$ cat src/rtl/pdp_pkg.sv
/*
 Constants of the synthesizer digital core: register offsets, field layouts,
 reset values and timing counts. Assumes a single 200 MHz core clock.
*/
// Operation
// - Reference divider is a ten-bit counter dividing by 2 through 1023.
// - Reference divider counts reference input edges and feeds the detector reference side.
// - Comparison rate equals reference rate divided by the programmed reference ratio.
// - RF input passes a 32/33 prescaler whose output clocks the feedback counters.
// - Swallow counter is five bits, 0 to 31, counting divide-by-33 cycles.
// - Main feedback counter is ten bits, accepting values 3 to 1023.
// - Total feedback ratio equals 32 times main count plus swallow count.
// - Feedback ratios 992 through 32767 are all reachable without gaps.
// - Feedback divider output drives the detector feedback side.
// - Polarity bit swaps pump-up and pump-down outputs.
// - Detector resolves phase errors from minus two pi to plus two pi.
// - Pump-up sources charge toward supply; pump-down sinks toward ground.
// - Locked pump output is mostly high impedance, brief corrections per period.
// - Locked detector still emits both pump pulses at minimum width.
// - Serial bits arrive MSB first, shifted in on rising serial clock.
// - Serial shift register is eighteen bits, bit zero selects the target.
// - Rising load strobe copies shift register into reference or feedback register.
package pdp_pkg;
	localparam int          SHIFT_W       = 18;
	localparam int          FIELD_W       = 17;
	// Bus byte offsets
	localparam logic [7:0]  OFS_REF       = 8'h00;
	localparam logic [7:0]  OFS_FB        = 8'h04;
	localparam logic [7:0]  OFS_STATUS    = 8'h08;
	localparam logic [7:0]  OFS_SHIFT     = 8'h0c;
	// Reference register data field
	localparam int          REF_RATIO_LSB = 0;
	localparam int          REF_TRI_BIT   = 10;
	localparam int          REF_POL_BIT   = 11;
	// Feedback register data field
	localparam int          FB_PD_LSB     = 0;
	localparam int          FB_SWAL_LSB   = 2;
	localparam int          FB_MAIN_LSB   = 7;
	// Reset values of the data fields
	localparam logic [16:0] REF_RESET     = 17'h0080a;
	localparam logic [16:0] FB_RESET      = 17'h01f00;
	// Limits and modulus
	localparam logic [9:0]  REF_MIN       = 10'h002;
	localparam logic [9:0]  MAIN_MIN      = 10'h003;
	localparam logic [5:0]  PRE_LOW_LAST  = 6'h1f;
	localparam logic [5:0]  PRE_HIGH_LAST = 6'h20;
	// Timing
	localparam int          MCLK_PS       = 5000;
	localparam int          PUMP_MIN_PS   = 10000;
	localparam int          PUMP_MIN_CYC  = (PUMP_MIN_PS + MCLK_PS - 1) / MCLK_PS;
	localparam logic [3:0]  PUMP_MIN_LAST = 4'(PUMP_MIN_CYC - 1);
	typedef enum logic [1:0] {PDP_IDLE, PDP_UP, PDP_DN, PDP_BOTH} pdp_pfd_t;
endpackage

$ cat src/rtl/pdp_core.sv
/*
 Synthesizer digital core: reference divider, 32/33 prescaler with swallow
 and main counters, phase/frequency detector, charge pump controls, serial
 programming port and a plain register port.
 Assumes reference, RF and serial inputs are synchronous to mclk and each
 high or low for at least one mclk cycle.
*/
// Decided for this implementation: the address map and the address-and-strobe port.
`timescale 1ns/1ps
module pdp_core (
	input  wire logic        mclk,
	input  wire logic        reset,
	input  wire logic        ref_in,
	input  wire logic        rf_in,
	input  wire logic        ser_clk,
	input  wire logic        ser_data,
	input  wire logic        load_strobe,
	input  wire logic [7:0]  addr,
	input  wire logic [31:0] wr_data,
	input  wire logic        wr_en,
	input  wire logic        rd_en,
	output logic      [31:0] rd_data,
	output logic             ref_div_out,
	output logic             fb_div_out,
	output logic             pump_up,
	output logic             pump_down,
	output logic             pump_output,
	output logic             pump_output_oe
);
	function automatic logic [9:0] floor_at(input logic [9:0] v, input logic [9:0] lo);
		floor_at = (v < lo) ? lo : v;
	endfunction

	// Edge detection of synchronous inputs
	logic ref_q, rf_q, sclk_q, ld_q;
	logic ref_rise, rf_rise, ser_rise, ld_rise;
	always_ff @(posedge mclk) begin
		if (reset) begin
			ref_q  <= 1'b0;
			rf_q   <= 1'b0;
			sclk_q <= 1'b0;
			ld_q   <= 1'b0;
		end else begin
			ref_q  <= ref_in;
			rf_q   <= rf_in;
			sclk_q <= ser_clk;
			ld_q   <= load_strobe;
		end
	end
	always_comb begin
		ref_rise = ref_in & ~ref_q;
		rf_rise  = rf_in & ~rf_q;
		ser_rise = ser_clk & ~sclk_q;
		ld_rise  = load_strobe & ~ld_q;
	end

	// Serial shift register and the two control latches
	logic [17:0] shift, next_shift;
	logic [16:0] ref_field, next_ref_field;
	logic [16:0] fb_field, next_fb_field;
	always_comb begin
		next_shift     = shift;
		next_ref_field = ref_field;
		next_fb_field  = fb_field;
		if (ser_rise)
			next_shift = {shift[16:0], ser_data};
		if (wr_en && addr == pdp_pkg::OFS_REF)
			next_ref_field = wr_data[16:0];
		if (wr_en && addr == pdp_pkg::OFS_FB)
			next_fb_field = wr_data[16:0];
		// Serial load is applied last so it wins a same-cycle bus write
		if (ld_rise) begin
			if (shift[0])
				next_ref_field = shift[17:1];
			else
				next_fb_field = shift[17:1];
		end
	end
	always_ff @(posedge mclk) begin
		if (reset) begin
			shift     <= '0;
			ref_field <= pdp_pkg::REF_RESET;
			fb_field  <= pdp_pkg::FB_RESET;
		end else begin
			shift     <= next_shift;
			ref_field <= next_ref_field;
			fb_field  <= next_fb_field;
		end
	end

	logic [9:0] ref_ratio, main_ratio;
	logic [4:0] swallow_count;
	logic       pump_tristate, detector_polarity, cnt_hold;
	always_comb begin
		ref_ratio         = floor_at(ref_field[pdp_pkg::REF_RATIO_LSB +: 10], pdp_pkg::REF_MIN);
		pump_tristate     = ref_field[pdp_pkg::REF_TRI_BIT];
		detector_polarity = ref_field[pdp_pkg::REF_POL_BIT];
		swallow_count     = fb_field[pdp_pkg::FB_SWAL_LSB +: 5];
		main_ratio        = floor_at(fb_field[pdp_pkg::FB_MAIN_LSB +: 10], pdp_pkg::MAIN_MIN);
		// Any non-zero power-down code holds both dividers at their load point
		cnt_hold          = fb_field[pdp_pkg::FB_PD_LSB +: 2] != 2'b00;
	end

	// Reference divider
	logic [9:0] r_left, next_r_left;
	logic       next_ref_div_out;
	always_comb begin
		next_r_left      = r_left;
		next_ref_div_out = 1'b0;
		if (cnt_hold) begin
			next_r_left = ref_ratio;
		end else if (ref_rise) begin
			if (r_left <= 10'h001) begin
				next_r_left      = ref_ratio;
				next_ref_div_out = 1'b1;
			end else begin
				next_r_left = r_left - 10'h001;
			end
		end
	end
	always_ff @(posedge mclk) begin
		if (reset) begin
			r_left      <= pdp_pkg::REF_MIN;
			ref_div_out <= 1'b0;
		end else begin
			r_left      <= next_r_left;
			ref_div_out <= next_ref_div_out;
		end
	end

	// Prescaler with swallow and main counters: 33*A + 32*(B-A) = 32*B + A
	logic [5:0] pre_cnt, next_pre_cnt, pre_last;
	logic [4:0] a_left, next_a_left;
	logic [9:0] b_left, next_b_left;
	logic       next_fb_div_out;
	always_comb begin
		next_pre_cnt    = pre_cnt;
		next_a_left     = a_left;
		next_b_left     = b_left;
		next_fb_div_out = 1'b0;
		pre_last = (a_left != 5'h00) ? pdp_pkg::PRE_HIGH_LAST : pdp_pkg::PRE_LOW_LAST;
		if (cnt_hold) begin
			next_pre_cnt = '0;
			next_a_left  = swallow_count;
			next_b_left  = main_ratio;
		end else if (rf_rise) begin
			if (pre_cnt >= pre_last) begin
				next_pre_cnt = '0;
				if (a_left != 5'h00)
					next_a_left = a_left - 5'h01;
				if (b_left <= 10'h001) begin
					next_b_left     = main_ratio;
					next_a_left     = swallow_count;
					next_fb_div_out = 1'b1;
				end else begin
					next_b_left = b_left - 10'h001;
				end
			end else begin
				next_pre_cnt = pre_cnt + 6'h01;
			end
		end
	end
	always_ff @(posedge mclk) begin
		if (reset) begin
			pre_cnt    <= '0;
			a_left     <= '0;
			b_left     <= pdp_pkg::MAIN_MIN;
			fb_div_out <= 1'b0;
		end else begin
			pre_cnt    <= next_pre_cnt;
			a_left     <= next_a_left;
			b_left     <= next_b_left;
			fb_div_out <= next_fb_div_out;
		end
	end

	// Phase/frequency detector: a four-state machine plus a reset delay
	// that sets the minimum width of both pulses when locked
	pdp_pkg::pdp_pfd_t pfd, next_pfd;
	logic [3:0] rst_cnt, next_rst_cnt;
	logic       up_raw, dn_raw;
	logic       next_pump_up, next_pump_down, next_pump_output, next_pump_output_oe;
	always_comb begin
		next_pfd     = pfd;
		next_rst_cnt = 4'h0;
		case (pfd)
			pdp_pkg::PDP_IDLE: begin
				if (ref_div_out && fb_div_out)
					next_pfd = pdp_pkg::PDP_BOTH;
				else if (ref_div_out)
					next_pfd = pdp_pkg::PDP_UP;
				else if (fb_div_out)
					next_pfd = pdp_pkg::PDP_DN;
			end
			pdp_pkg::PDP_UP: begin
				if (fb_div_out)
					next_pfd = pdp_pkg::PDP_BOTH;
			end
			pdp_pkg::PDP_DN: begin
				if (ref_div_out)
					next_pfd = pdp_pkg::PDP_BOTH;
			end
			pdp_pkg::PDP_BOTH: begin
				next_rst_cnt = rst_cnt + 4'h1;
				if (rst_cnt >= pdp_pkg::PUMP_MIN_LAST) begin
					next_rst_cnt = 4'h0;
					// A new edge in the clearing cycle is kept, not lost
					if (ref_div_out && fb_div_out)
						next_pfd = pdp_pkg::PDP_BOTH;
					else if (ref_div_out)
						next_pfd = pdp_pkg::PDP_UP;
					else if (fb_div_out)
						next_pfd = pdp_pkg::PDP_DN;
					else
						next_pfd = pdp_pkg::PDP_IDLE;
				end
			end
			default: next_pfd = pdp_pkg::PDP_IDLE;
		endcase
		up_raw = next_pfd == pdp_pkg::PDP_UP || next_pfd == pdp_pkg::PDP_BOTH;
		dn_raw = next_pfd == pdp_pkg::PDP_DN || next_pfd == pdp_pkg::PDP_BOTH;
		next_pump_up   = detector_polarity ? up_raw : dn_raw;
		next_pump_down = detector_polarity ? dn_raw : up_raw;
		// With pump_tristate clear, source when up alone and sink when down alone; float otherwise
		next_pump_output    = next_pump_up;
		next_pump_output_oe = (next_pump_up ^ next_pump_down) & ~pump_tristate;
	end
	always_ff @(posedge mclk) begin
		if (reset) begin
			pfd            <= pdp_pkg::PDP_IDLE;
			rst_cnt        <= 4'h0;
			pump_up        <= 1'b0;
			pump_down      <= 1'b0;
			pump_output    <= 1'b0;
			pump_output_oe <= 1'b0;
		end else begin
			pfd            <= next_pfd;
			rst_cnt        <= next_rst_cnt;
			pump_up        <= next_pump_up;
			pump_down      <= next_pump_down;
			pump_output    <= next_pump_output;
			pump_output_oe <= next_pump_output_oe;
		end
	end

	// Register read port, data one cycle after the strobe
	logic [31:0] next_rd_data;
	always_comb begin
		next_rd_data = '0;
		if (rd_en) begin
			case (addr)
				pdp_pkg::OFS_REF:    next_rd_data = {15'h0000, ref_field};
				pdp_pkg::OFS_FB:     next_rd_data = {15'h0000, fb_field};
				pdp_pkg::OFS_STATUS: next_rd_data = {24'h000000, pfd, pump_up, pump_down, pump_output_oe,
					ref_div_out, fb_div_out, cnt_hold};
				pdp_pkg::OFS_SHIFT:  next_rd_data = {14'h0000, shift};
				default:             next_rd_data = '0;
			endcase
		end
	end
	always_ff @(posedge mclk) begin
		if (reset)
			rd_data <= '0;
		else
			rd_data <= next_rd_data;
	end

	// Checks
	ser_shift_a: assert property (@(posedge mclk) disable iff (reset)
		ser_rise |=> shift[0] == $past(ser_data) && shift[17:1] == $past(shift[16:0]))
		else $error("serial bit not shifted in");
	ser_load_a: assert property (@(posedge mclk) disable iff (reset)
		ld_rise && shift[0] |=> ref_field == $past(shift[17:1]))
		else $error("reference latch not loaded");
	ref_reload_a: assert property (@(posedge mclk) disable iff (reset)
		ref_div_out |-> r_left == $past(ref_ratio) && r_left >= pdp_pkg::REF_MIN)
		else $error("reference divider did not reload");
	pre_mod_a: assert property (@(posedge mclk) disable iff (reset || cnt_hold)
		a_left == 5'h00 && rf_rise && pre_cnt == 6'h1f |=> pre_cnt == 6'h00)
		else $error("prescaler did not wrap at 32");
	fb_reload_a: assert property (@(posedge mclk) disable iff (reset)
		fb_div_out |-> b_left == $past(main_ratio) && a_left == $past(swallow_count))
		else $error("feedback counters did not reload");
	pfd_up_a: assert property (@(posedge mclk) disable iff (reset)
		ref_div_out && !fb_div_out && pfd == pdp_pkg::PDP_IDLE |=> pfd == pdp_pkg::PDP_UP)
		else $error("reference edge did not raise up");
	pump_width_a: assert property (@(posedge mclk) disable iff (reset)
		$rose(pump_up && pump_down) |-> (pump_up && pump_down)[*2])
		else $error("locked pulses too short");
	pump_swap_a: assert property (@(posedge mclk) disable iff (reset)
		##1 $past(detector_polarity) == 1'b0 |-> pump_up == (pfd == pdp_pkg::PDP_DN || pfd == pdp_pkg::PDP_BOTH))
		else $error("polarity swap not applied");
	pump_float_a: assert property (@(posedge mclk) disable iff (reset)
		pump_up && pump_down |-> !pump_output_oe)
		else $error("pump driven while both commands active");
	pfd_clear_a: assert property (@(posedge mclk) disable iff (reset)
		pfd == pdp_pkg::PDP_BOTH && rst_cnt == 4'h1 && !ref_div_out && !fb_div_out |=> pfd == pdp_pkg::PDP_IDLE)
		else $error("detector did not clear");

	// Pump mapping, counter steps and detector transitions
	pol_up_map_a: assert property (@(posedge mclk) disable iff (reset)
		$past(detector_polarity) |-> pump_up == (pfd == pdp_pkg::PDP_UP || pfd == pdp_pkg::PDP_BOTH))
		else $error("pump up not mapped from detector up");
	pol_down_map_a: assert property (@(posedge mclk) disable iff (reset)
		$past(detector_polarity) |-> pump_down == (pfd == pdp_pkg::PDP_DN || pfd == pdp_pkg::PDP_BOTH))
		else $error("pump down not mapped from detector down");
	pump_source_a: assert property (@(posedge mclk) disable iff (reset)
		pump_output_oe && pump_up |-> pump_output)
		else $error("pump up does not source");
	pump_sink_a: assert property (@(posedge mclk) disable iff (reset)
		pump_output_oe && pump_down |-> !pump_output)
		else $error("pump down does not sink");
	pump_tri_a: assert property (@(posedge mclk) disable iff (reset)
		$past(pump_tristate) |-> !pump_output_oe)
		else $error("pump driven while forced to float");
	fb_load_a: assert property (@(posedge mclk) disable iff (reset)
		ld_rise && !shift[0] |=> fb_field == $past(shift[17:1]))
		else $error("feedback latch not loaded");
	shift_hold_a: assert property (@(posedge mclk) disable iff (reset)
		!ser_rise |=> shift == $past(shift))
		else $error("shift register moved without serial clock");
	ref_count_a: assert property (@(posedge mclk) disable iff (reset)
		ref_rise && !cnt_hold && r_left > 10'h001 |=> r_left == $past(r_left) - 10'h001)
		else $error("reference divider did not count down");
	swal_mod_a: assert property (@(posedge mclk) disable iff (reset)
		!cnt_hold && a_left != 5'h00 && rf_rise && pre_cnt == 6'h1f |=> pre_cnt == 6'h20)
		else $error("prescaler did not extend to 33");
	hold_quiet_a: assert property (@(posedge mclk) disable iff (reset)
		cnt_hold |=> !ref_div_out && !fb_div_out)
		else $error("divider pulsed while held");
	ref_gap_a: assert property (@(posedge mclk) disable iff (reset)
		ref_div_out |=> !ref_div_out)
		else $error("reference pulse longer than one cycle");
	fb_gap_a: assert property (@(posedge mclk) disable iff (reset)
		fb_div_out |=> !fb_div_out)
		else $error("feedback pulse longer than one cycle");
	pfd_down_a: assert property (@(posedge mclk) disable iff (reset)
		fb_div_out && !ref_div_out && pfd == pdp_pkg::PDP_IDLE |=> pfd == pdp_pkg::PDP_DN)
		else $error("feedback edge did not raise down");
	pfd_both_a: assert property (@(posedge mclk) disable iff (reset)
		pfd == pdp_pkg::PDP_UP && fb_div_out |=> pfd == pdp_pkg::PDP_BOTH)
		else $error("detector missed the late feedback edge");
endmodule

$ cat config.mk
export PLATFORM = sky130hd
export DESIGN_NAME = pdp_core
export DESIGN_NICKNAME = d
export VERILOG_FILES = /design/src/rtl/pdp_pkg.sv /design/src/rtl/pdp_core.sv
export SDC_FILE = /design/constraint.sdc
export NUM_CORES = 1
export LEC_CHECK = 0
export ABC_AREA = 0
export BUFFER_PORTS_ARGS = -buffer_cell sky130_fd_sc_hd__buf_2
export CAP_MARGIN = 20
export CORE_AREA = 3 3 75 148
export DETAILED_ROUTE_END_ITERATION = 10
export DIE_AREA = 0 0 78 151
export PLACE_DENSITY_LB_ADDON = 0.3
export SLEW_MARGIN = 20
export SYNTH_ARGS = -nofsm -noshare
export SYNTH_HDL_FRONTEND = slang
export SYNTH_SLANG_ARGS = --single-unit
$ cat constraint.sdc
create_clock -name mclk -period 3.57 [get_ports mclk]
set_input_delay 0.5355 -clock mclk [delete_from_list [all_inputs] [get_ports mclk]]
set_output_delay 0.5355 -clock mclk [all_outputs]
set_load 0.05 [all_outputs]
Word-level counts from Yosys, hierarchy flattened

Index checks and enable logic that the tools add are counted.

Add/subtract/negate cells: 5
Order comparisons: 6
Equality and inequality tests: 9
Multiplexer cells: 37
Bitwise operators: 16
Reduce and logical (&&, ||, !) cells: 20

Operator list:

| operator                | number |
|---|---|
| $mux W17                | 6 |
| $mux W10                | 9 |
| $pmux W18 S4            | 1 |
| $mux W5                 | 5 |
| $le A10 B1 Y1 const B   | 2 |
| $lt A10 B2 Y1 const B   | 2 |
| $sub A10 B1 Y10 const B | 2 |
| $mux W2                 | 9 |
| $eq A8 B4 Y1 const B    | 2 |
| $mux W6                 | 2 |
| $not A1 Y1              | 10 |
| $eq A2 B2 Y1 const B    | 4 |
| $eq A8 B3 Y1 const B    | 1 |
| $logic_not A8 Y1        | 1 |
| $pmux W2 S4             | 1 |
| $reduce_bool A2 Y1      | 4 |
| $add A6 B1 Y6 const B   | 1 |
| $ge A6 B6 Y1            | 1 |
| $reduce_or A3 Y1        | 2 |
| $and A1 B1 Y1           | 5 |
| $reduce_bool A5 Y1      | 1 |
| $sub A5 B1 Y5 const B   | 1 |
| $add A4 B1 Y4 const B   | 1 |
| $eq A2 B1 Y1 const B    | 2 |
| other kinds (11)        | 18 |

Register bits after elaboration: 130
Bits of input ports: 49
Output and inout port bits: 38

Logic depth before layout (Yosys ltp)

Gate-level depths: netlist of the first run.

Depth in word-level cells: 10
Depth in mapped cells: 11
Mapped depth without buffers: 10

Least setup slack after synthesis of the first run

OpenSTA, ideal clock, no wires.

Path type: flip-flop to flip-flop
Start: register a_left[0]
End: register a_left[0]
Library setup time: 0.076 ns
Data arrival time: 2.515 ns
Required time: 3.494 ns
Path slack: 0.979 ns
Cell stages (with the launch flop): 12
Buffers on the path: 1
Cells stage by stage: dfxtp_1 inv_1 ha_1 nand3b_1 inv_1 ha_1 a211oi_1 nand2_1 o221ai_1 clkbuf_1 o21ai_0 o22ai_1

Cells in the longest elaborated chain, start to end: 6

Ends and longest elaborated chain:

| element                | line            | text |
|---|---|---|
| from (decl)            | pdp_core.sv:133 | `logic [4:0] a_left, next_a_left;` |
| from (signal assigned) | pdp_core.sv:171 | `a_left <= next_a_left;` |
| $sub A5 B1 Y5          | pdp_core.sv:150 | `next_a_left = a_left - 5'h01;` |
| $mux W5                | pdp_core.sv:149 | `if (a_left != 5'h00)` |
| $mux W5                | pdp_core.sv:151 | `if (b_left <= 10'h001) begin` |
| $mux W5                | pdp_core.sv:147 | `if (pre_cnt >= pre_last) begin` |
| $mux W5                | pdp_core.sv:146 | `end else if (rf_rise) begin` |
| $mux W5                | pdp_core.sv:142 | `if (cnt_hold) begin` |

Parallel ways exist; a longest one is shown, timed or not. The select of a mux whose other input is x is not followed.
A chain may end at the register's enable or synchronous reset.

Worst setup path in the final report of the first run

Start: register a_left[0]
End: register a_left[1]

Same word-level chain as after synthesis.

==> qor.yml, run 1 <==
path_buf_inv: 3
ys_types: 62
power_density_nw_per_um2: 555
num_io_pins: 87
antennaDiodeCount: 0
period_minus_slack_ns: 2.81
hold_class: "in2reg"
clk_latency_ns: 0.41
route.detailed.drc: 0
synthCells: 657
nets: 769
critical_path.top_delay_family: "compound AO/OA/AOI/OAI gates"
slew_headroom: 0.466
finalSetupTns_ns: 0
ant_nets: 0
fillers: 865
critPathRequiredTime_ns: 3.84
period_share: 0.787
drive_gt1_frac: 0.170
post_cts.repair.setup_buffers: 0
start_util: 0.561
yosysSeqAreaShare: 0.408
cp_cell_sequence: "inv_1 -> ha_1 -> nand3b_1 -> inv_1 -> ha_1 -> a211oi_1 -> nand2_1 -> o221ai_1 -> buf_4 -> a21o_1 -> o22ai_1"
port_buffers: 57
cts_tree: "done"
synthTopCellsByArea: "dfxtp_1, mux2i_1, a21oi_1"
regArea_sq_um: 2320
grtUsageTotal: 0.263
root_buffer: "clkbuf_16"
dpl.hpwl_mm: 10.7
grt_max_degree: 53
die_h_um: 151
place_inst: 820
netlist_area_sq_um: 5690
core_area_sq_um: 10100
final_cell_mix: "dfxtp_1, a21oi_1, nand2_1"
yosys.area.top_type: "dfxtp_1"
cp_max_fo: 17
cts_sinks: 116
worst-slew-pin-transition_ns: 0.795
synth_edf_count: 0
critPathKind: "reg2reg"
rows: 52
grt_antenna_before_repair: 0
multi_input_area_sq_um: 3080
drt_iter0_markers: 330
cap_violations: 0
fin_worst_skew_ns: 0.00717
endpoint_kind: "flop"
routed_via_density: 6.03
wl_per_cell_um: 17.7
die_x_um: 78
grt_pass1_wl_mm: 24.1
die_area_sq_um: 11800
gp_congestion: 0.872
cpPeakStageDelay_ns: 0.39
grt_pass1_vias: 4980
slowest_stage: "a21o_1"
p_leak_uw: 0.00268
finalSetupViolCount: 0
cts_hold_buf: 0
rsz0062_at_grt: "no"
synth_area_per_cell_sq_um: 8.67
clkTransAtPathRegs_ns: 0.05
yosysTopAreaCellShare: 0.408
clock_path_buffers: 2
drt_first_pass_iters: 5
maxSlewViolCount: 0
overflow: 0
ir_drop_mv: 0.385
critPathLaunchType: "flop"
synthFlopType: "dfxtp_1"
hold_viol: 0
final_common_cell: "dfxtp_1"
cts_resized: 0
cp.arrival_ns: 3.08
ys_seq_elements: 116
final_cells: 851
wirelength_mm: 15.0
syn2layout_area_growth_pct: 15.6
htreeDepth: 4
route.vias.total: 5128
yosys_warnings: 0
async_reset_ff_frac: 0
cts_made_buffers: 17
outcome: "completed"
fmax_mhz: 356
==> layer usage <==
layer  wire length [um]  global-route usage
met5                  0                   0
met4                727               0.163
met2               8060               0.488
met3                806              0.0565
met1               5430               0.260
==> kinds of logic (layout without fill, tap and decap cells) <==
family	count (synthesis)	count (layout)	synth area share
flops	116	116	0.408
mux	54	54	0.113
fa+ha+maj	16	16	0.0352
xor+xnor	8	8	0.0123
compound gates	172	172	0.184
buf+inv	73	118	0.0611
other cells	1	15	0.000659
simple gates	217	217	0.186
==> flip-flops by register name, indices dropped and copies added (netlist names), 2 cells and up <==
| name | count |
|---|---|
| a_left | 5 |
| b_left | 10 |
| r_left | 10 |
| pre_cnt | 6 |
| shift | 18 |
| ref_field | 17 |
| rd_data | 18 |
| pfd | 2 |
| rst_cnt | 4 |
| fb_field | 17 |
==> power by group <==
group	internal, uW	leakage (uW)	switching (uW)
clock	1040	0.000267	607
combinational	212	0.00146	369
sequential	1360	0.000943	70.8
==> worst paths after layout <==
kind | start | to | slack, ns | cells after the start
min reg2reg | shift[17] | rd_data[17] | 0.47 | 2
max | a_left[0] | a_left[1] | 0.76 | 11
min | rf_in | rf_q | 0.35 | 2
max reg2reg | a_left[0] | a_left[1] | 0.76 | 11
==> through the flow <==
stage,hold slack [ns],setup WS [ns],utilization,power [uW],instance area [sq um]
2_1_floorplan,0.419,0.979,-,1900,5750
3_3_place_gp,0.443,0.892,0.592,2000,6010
3_5_place_dp,0.456,0.788,0.592,2020,6010
4_1_cts,0.348,0.765,0.649,3660,6580
5_1_grt,0.374,0.558,0.649,3800,6580
6_report,0.353,0.760,0.649,3660,6580
==> cell type report <==
type	instances	area share
clock buffers	19	0.0673
clock inverters	12	0.0203
inverters	19	0.0108
multi-input cells	482	0.467
flip-flops and latches	116	0.353
well taps	135	0.0257
repair buffers	68	0.0559
==> worst register-to-register path: stages (launching register included) <==
cell	delay, ns
dfxtp_1	0.35
inv_1	0.08
ha_1	0.23
nand3b_1	0.21
inv_1	0.17
ha_1	0.32
a211oi_1	0.25
nand2_1	0.08
o221ai_1	0.15
buf_4	0.26
a21o_1	0.39
o22ai_1	0.18
==> synthesized netlist by cell type, types with 5 or more instances <==
| cell | number |
|---|---|
| mux2i_1 | 45 |
| a21oi_1 | 86 |
| nor2b_1 | 19 |
| a31oi_1 | 5 |
| buf_2 | 5 |
| or2_2 | 5 |
| o22ai_1 | 7 |
| clkbuf_1 | 30 |
| buf_4 | 16 |
| ha_1 | 16 |
| inv_1 | 19 |
| nor3_1 | 26 |
| nand3_1 | 5 |
| nor4_1 | 8 |
| o21ai_0 | 35 |
| xnor2_1 | 5 |
| mux4_2 | 8 |
| dfxtp_1 | 116 |
| nand4_1 | 7 |
| nand2_1 | 61 |
| nor2_1 | 58 |
No activity file was read; power rests on OpenSTA's default activity.
==> run 2, diff against run 1 <==
ABC_AREA = 1   (was 0)
CORE_AREA = 3 3 81 160   (was 3 3 75 148)
DIE_AREA = 0 0 84 163   (was 0 0 78 151)
clock period = 2.41 ns   (was 3.57 ns; I/O delays follow)
==> run 2 against run 1 <==
Against the previous run: combinational power increased by 84%; core utilization decreased by 5.0 points; sequential share of layout area decreased by 2.5 points; worst hold slack got worse by 0.19 ns; critical endpoint is now b_left[4]; power increased by 54%; synthesized cell count increased by 39%; non-clock buffer count increased by 12.
==> qor.yml, run 2 <==
p_int_uw: 3850  # +48%
cts_tree: "done"
synthTopCellsByArea: "dfxtp_1, nand2_1, nand3_1"
cp_cell_sequence: "inv_1 -> ha_1 -> nand2_1 -> nor2_1 -> inv_1 -> ha_1 -> nand2_1 -> inv_1 -> a21oi_2 -> nand2_1 -> nand2_1 -> nand2_1 -> buf_12 -> o21ai_0 -> nor2_1"
wl_per_cell_um: 14.9  # -16%
p_clk_frac: 0.423  # -0.027
async_reset_ff_frac: 0  # unchanged
ys_types: 31  # -50%
cts_made_buffers: 17  # unchanged
grt_max_degree: 45  # -15%
wirelength_mm: 16.9  # +13%
yosysTopAreaCellShare: 0.381  # -0.0266
p_switching_uw: 1780  # +71%
final_cell_mix: "nand2_1, inv_1, dfxtp_1"
synthFlopType: "dfxtp_1"
critPathKind: "reg2reg"
fmax_mhz: 469  # +32%
crit_top_cell: "nand2_1"
post_cts.repair.setup_buffers: 0  # unchanged
outcome: "completed"
clk_latency_ns: 0.42  # about the same
grtUsageTotal: 0.251  # -0.0119
cp_max_fo: 14  # -3
yosys.cell_count.top_type: "nand2_1"
critPathRequiredTime_ns: 2.72  # -1.12 ns
hold_class: "in2reg"
ir_drop_mv: 0.531  # +38%
critPathLaunchType: "flop"
antennaDiodeCount: 0  # unchanged
synthSimpleGateAreaFrac: 0.304  # +0.118
use_met1: 0.269  # +0.00915
synth_fa_ha_area_frac: 0.0329  # -0.00229
grt_pass1_wl_mm: 27.3  # +13%
fin_worst_skew_ns: 0.00672  # -0.000447 ns
period_share: 0.885  # +0.0982
num_io_pins: 87  # unchanged
drt_iter0_markers: 392  # +19%
grt_use_met3: 0.0532  # -0.00338
clkTransAtPathRegs_ns: 0.06  # about the same
gp_congestion: 0.911  # +4.4%
final_cells: 1135  # +33%
power_frac_comb: 0.190  # +0.031
drt_first_pass_iters: 5  # unchanged
cap_violations: 0  # unchanged
routed_via_density: 5.36  # -11%
top_usage_layer: "met2"
port_buffers: 57  # unchanged
worst-slew-pin-transition_ns: 0.668  # -0.126 ns
cts_hold_buf: 0  # unchanged
syn2layout_area_growth_pct: 16.4
die_area_sq_um: 13700  # +16%
drive_gt1_frac: 0.132  # -0.0381
start_util: 0.514  # -0.0466
grt_pass1_vias: 5810  # +17%
synth_xor_area_frac: 0.0187  # +0.00639
finalSetupViolCount: 0  # unchanged
die_h_um: 163  # +7.9%
nets: 1042  # +36%
dpl.hpwl_mm: 12.2  # +14%
route.detailed.drc: 0  # unchanged
synth_top_family_by_area: "simple AND/OR/NAND/NOR gates"
synth.mux.area_fraction: 0  # -0.113
yosys.area.top_type: "dfxtp_1"
grtUsageMet2: 0.440  # -0.0482
root_buffer: "clkbuf_16"
route.vias.total: 6087  # +19%
clock_path_buffers: 2  # unchanged
htreeDepth: 4  # unchanged
power_density_nw_per_um2: 796  # +43%
synthCells: 916  # +39%
endpoint_kind: "flop"
seq_power_share: 0.387  # -0.004
die_x_um: 84  # +7.7%
cpPeakStageDelay_ns: 0.31  # -0.08 ns
synth_common_cells: "nand2_1, inv_1, dfxtp_1, nand3_1, nor2_1"
synth_compound_area_frac: 0.137  # -0.0469
final_common_cell: "nand2_1"
core_area_sq_um: 11800  # +17%
cp.arrival_ns: 2.44  # -0.64 ns
p_leak_uw: 0.00357  # +33%
yosys_warnings: 0  # unchanged
ant_nets: 0  # unchanged
cts_sinks: 116  # unchanged
slowest_stage: "dfxtp_1"
yosysSeqAreaShare: 0.381  # -0.0266
cts_resized: 0  # unchanged
overflow: 0  # unchanged
synth_edf_count: 0  # unchanged
maxSlewViolCount: 0  # unchanged
netlist_area_sq_um: 6090  # +7.0%
reg_top3: "rd_data: 18 flops, shift: 18 flops"
synth_area_per_cell_sq_um: 6.65  # -23%
rows: 56  # +7.7%
holdWs_ns: 0.159  # -0.194 ns
ys_seq_elements: 116  # unchanged
finalSetupTns_ns: 0  # unchanged
grt_antenna_before_repair: 0  # unchanged
switching_share: 0.317  # +0.0302
place_inst: 1103  # +35%
hold_viol: 0  # unchanged
period_minus_slack_ns: 2.13  # -0.676 ns
slew_headroom: 0.552  # +0.0855
-- run 2: cell types whose count changed in the layout (fill, tap and decap cells not counted), sizes merged, moves of 39 or more --
cell   before  now
nor2       58  100
nand2      61  203
o21ai      35   74
inv        19  132
mux2i      45    0
nand3       5  102
-- run 2: worst paths after layout --
check | from | endpoint | slack (ns) | cells after the start
setup / recovery | a_left[0] | b_left[4] | 0.28 | 15
hold / removal | ref_in | ref_q | 0.16 | 3
setup reg to reg | a_left[0] | b_left[4] | 0.28 | 15
hold reg to reg | rst_cnt[0] | rst_cnt[0] | 0.47 | 1
-- run 2: cell families after synthesis --
| group | count (synthesis) |
|---|---|
| simple gates | 430 |
| buf+inv | 181 |
| compound gates | 159 |
| flops | 116 |
| fa+ha+maj | 16 |
| xor+xnor | 13 |
| other cells | 1 |
-- run 2: per-stage QoR --
| step | area [sq um] | power (uW) | utilization | setup slack, ns |
|---|---|---|---|---|
| detailed placement | 6520 | 3270 | 0.551 | 0.232 |
| floorplan | 6140 | 3020 | - | 0.299 |
| finish | 7090 | 5640 | 0.598 | 0.277 |
| global placement | 6520 | 3260 | 0.551 | 0.305 |
| global route | 7090 | 5920 | 0.598 | -0.00152 |
| CTS | 7080 | 5640 | 0.598 | 0.214 |
-- run 2: cell type report --
| cell class | count | area, sq um |
|---|---|---|
| Clock buffer | 18 | 429 |
| Clock inverter | 14 | 130 |
| Fill cell | 1166 | 4750 |
| Inverter | 129 | 484 |
| Multi-Input combinational cell | 633 | 3070 |
| Sequential cell | 116 | 2320 |
| Tap cell | 145 | 181 |
| Timing Repair Buffer | 80 | 470 |
-- run 2: power by group through the flow --
| stage | sequential (uW) | clock [uW] | combinational, uW |
|---|---|---|---|
| after global placement | 2220 | 0 | 1040 |
| after floorplan | 2190 | 0 | 824 |
| after CTS | 2180 | 2400 | 1070 |
| final | 2180 | 2380 | 1070 |
| after global routing | 2200 | 2500 | 1220 |
| after detailed placement | 2220 | 0 | 1060 |
-- run 2: critical path, delay by kind of cell, from the launching register on --
kind                     cells  cell delay, ns
AO/OA/AOI/OAI                2            0.29
adder cells (fa/ha/maj)      2            0.44
buffers and inverters        4            0.43
flip-flops                   1            0.31
AND/OR/NAND/NOR              7            0.55
-- run 2: metal layers --
metal | wire (um) | vias to the layer above
met1 | 6320 | 2751
met4 | 798 | 0
li1 | - | 3020
met2 | 8730 | 256
met5 | 0 | -
met3 | 1090 | 60
==> run 3, diff against run 2 <==
CAP_MARGIN = unset   (was 20)
CORE_AREA = 3 3 98 193   (was 3 3 81 160)
DIE_AREA = 0 0 101 196   (was 0 0 84 163)
==> run 3 against run 2 <==
Against the previous run: fmax shrank 0.89%; final cell count grew 6.3%; combinational power is essentially flat; sequential share of layout area shrank 0.85 points; global-route usage shrank 6.0 points; power grew 6.1%; clock-buffer cell count grew 4; critical path depth grew 2; core utilization shrank 18 points; die area grew 45%; sequential power is essentially flat.
==> qor.yml, run 3 (synthesis results as in run 2) <==
outcome: "completed"
wl_per_cell_um: 15.0  # +0.59%
finalSetupTns_ns: 0  # unchanged
grt_antenna_before_repair: 0  # unchanged
cts_made_buffers: 17  # unchanged
cts_hold_buf: 0  # unchanged
routed_via_density: 4.98  # -7.2%
hold_viol: 0  # unchanged
gp_congestion: 0.888  # -2.5%
route.detailed.drc: 0  # unchanged
period_minus_slack_ns: 2.15  # +0.0192 ns
period_share: 0.893  # +0.00797
maxSlewViolCount: 0  # unchanged
root_buffer: "clkbuf_16"
ir_drop_mv: 0.455  # -14%
rows: 68  # +21%
critPathLaunchType: "flop"
regToRegStartpoint: "a_left[0]"
cts_sinks: 116  # unchanged
wirelength_mm: 18.1  # +7.0%
clkTransAtPathRegs_ns: 0.05  # about the same
fin_worst_skew_ns: 0.00482  # -0.00190 ns
slew_headroom: 0.638  # +0.0862
route.vias.total: 6007  # -1.3%
grt_pass1_vias: 5855  # +0.77%
fin_area_sq_um: 7280  # +2.7%
holdWs_ns: 0.157  # -0.00133 ns
drt_iter0_markers: 266  # -32%
finalPower_uw: 5980  # +6.1%
dpl.hpwl_mm: 13.4  # +10%
hold_class: "in2reg"
grtUsageTotal: 0.191  # -0.0598
port_buffers: 57  # unchanged
clock_path_buffers: 2  # unchanged
finalSetupViolCount: 0  # unchanged
worst-slew-pin-transition_ns: 0.543  # -0.125 ns
die_area_sq_um: 19800  # +45%
drive_gt1_frac: 0.137  # +0.00509
startpoint: "a_left[0]"
post_dp_cell_area_sq_um: 6640  # +1.9%
final_common_cell: "nand2_1"
cts_tree: "done"
die_h_um: 196  # +20%
p_leak_uw: 0.00365  # +2.2%
syn2layout_area_growth_pct: 19.5
cap_violations: 0  # unchanged
cts_resized: 0  # unchanged
endpoint_kind: "flop"
power_density_nw_per_um2: 822  # +3.4%
clk_latency_ns: 0.42  # about the same
start_util: 0.347  # -0.167
cp_max_fo: 8  # -6
holdCritStartpoint: "load_strobe"
reg_top3: "rd_data: 18 flops, shift: 18 flops"
grt_pass1_wl_mm: 29.3  # +7.1%
die_x_um: 101  # +20%
ant_nets: 0  # unchanged
fmax_mhz: 465  # -0.89%
reg2reg_slack_ns: 0.26  # -0.02 ns
core_area_sq_um: 17500  # +48%
critPathKind: "reg2reg"
final_cell_mix: "nand2_1, inv_1, dfxtp_1"
cp.arrival_ns: 2.46  # +0.02 ns
overflow: 0  # unchanged
grt_max_degree: 45  # unchanged
antennaDiodeCount: 0  # unchanged
post_cts.repair.setup_buffers: 0  # unchanged
nets: 1049  # +0.67%
drt_first_pass_iters: 5  # unchanged
rsz0062_at_grt: "no"
num_io_pins: 87  # unchanged
critPathRequiredTime_ns: 2.72  # about the same
htreeDepth: 4  # unchanged
[run 3: stage by stage]
stage          cells  worst slack (ns)  utilization
2_1_floorplan    930             0.299            -
3_3_place_gp    1175             0.177        0.379
3_5_place_dp    1175             0.142        0.379
4_1_cts         1207             0.132        0.415
5_1_grt         1207            0.0347        0.415
6_report        1207             0.257        0.415
[run 3: worst paths after layout]
kind                 to  depth (start not counted)
max           b_left[9]                         17
min                ld_q                          3
max reg2reg   b_left[9]                         17
min reg2reg  rst_cnt[0]                          1
[run 3: critical path: stages (launching register included)]
cell     delay, ns
dfxtp_1       0.32
inv_1         0.06
ha_1          0.19
nand2_1       0.06
nor2_1        0.05
buf_4         0.15
ha_1          0.28
nand2_1       0.07
buf_4         0.13
nor2_1        0.09
nand2_1       0.07
nand2_1       0.05
nand2_1       0.08
nand2_1       0.10
buf_4         0.15
nand2_1       0.06
nor2_1        0.10
nor2_1        0.04
[run 3: layer usage]
metal	vias to the layer above	global-route usage	part of all wire
li1	3036	-	-
met1	2713	0.202	0.38
met2	204	0.342	0.52
met3	54	0.0406	0.045
met4	0	0.106	0.050
met5	-	0	0
[run 3: report_power, final]
part           switching [uW]  total [uW]  internal, uW
Clock                     895        2700          1800
Sequential                128        2190          2060
Combinational             708        1100           393
Total                    1730        5980          4250
[run 3: layout make-up]
| class | instances | area [sq um] |
|---|---|---|
| timing repair buffer | 87 | 510 |
| sequential | 116 | 2320 |
| clock buffer | 22 | 474 |
| multi-input combinational | 633 | 3070 |
| clock inverter | 10 | 153 |
| inverter | 129 | 484 |
| tap | 210 | 263 |
| fill | 1885 | 10300 |
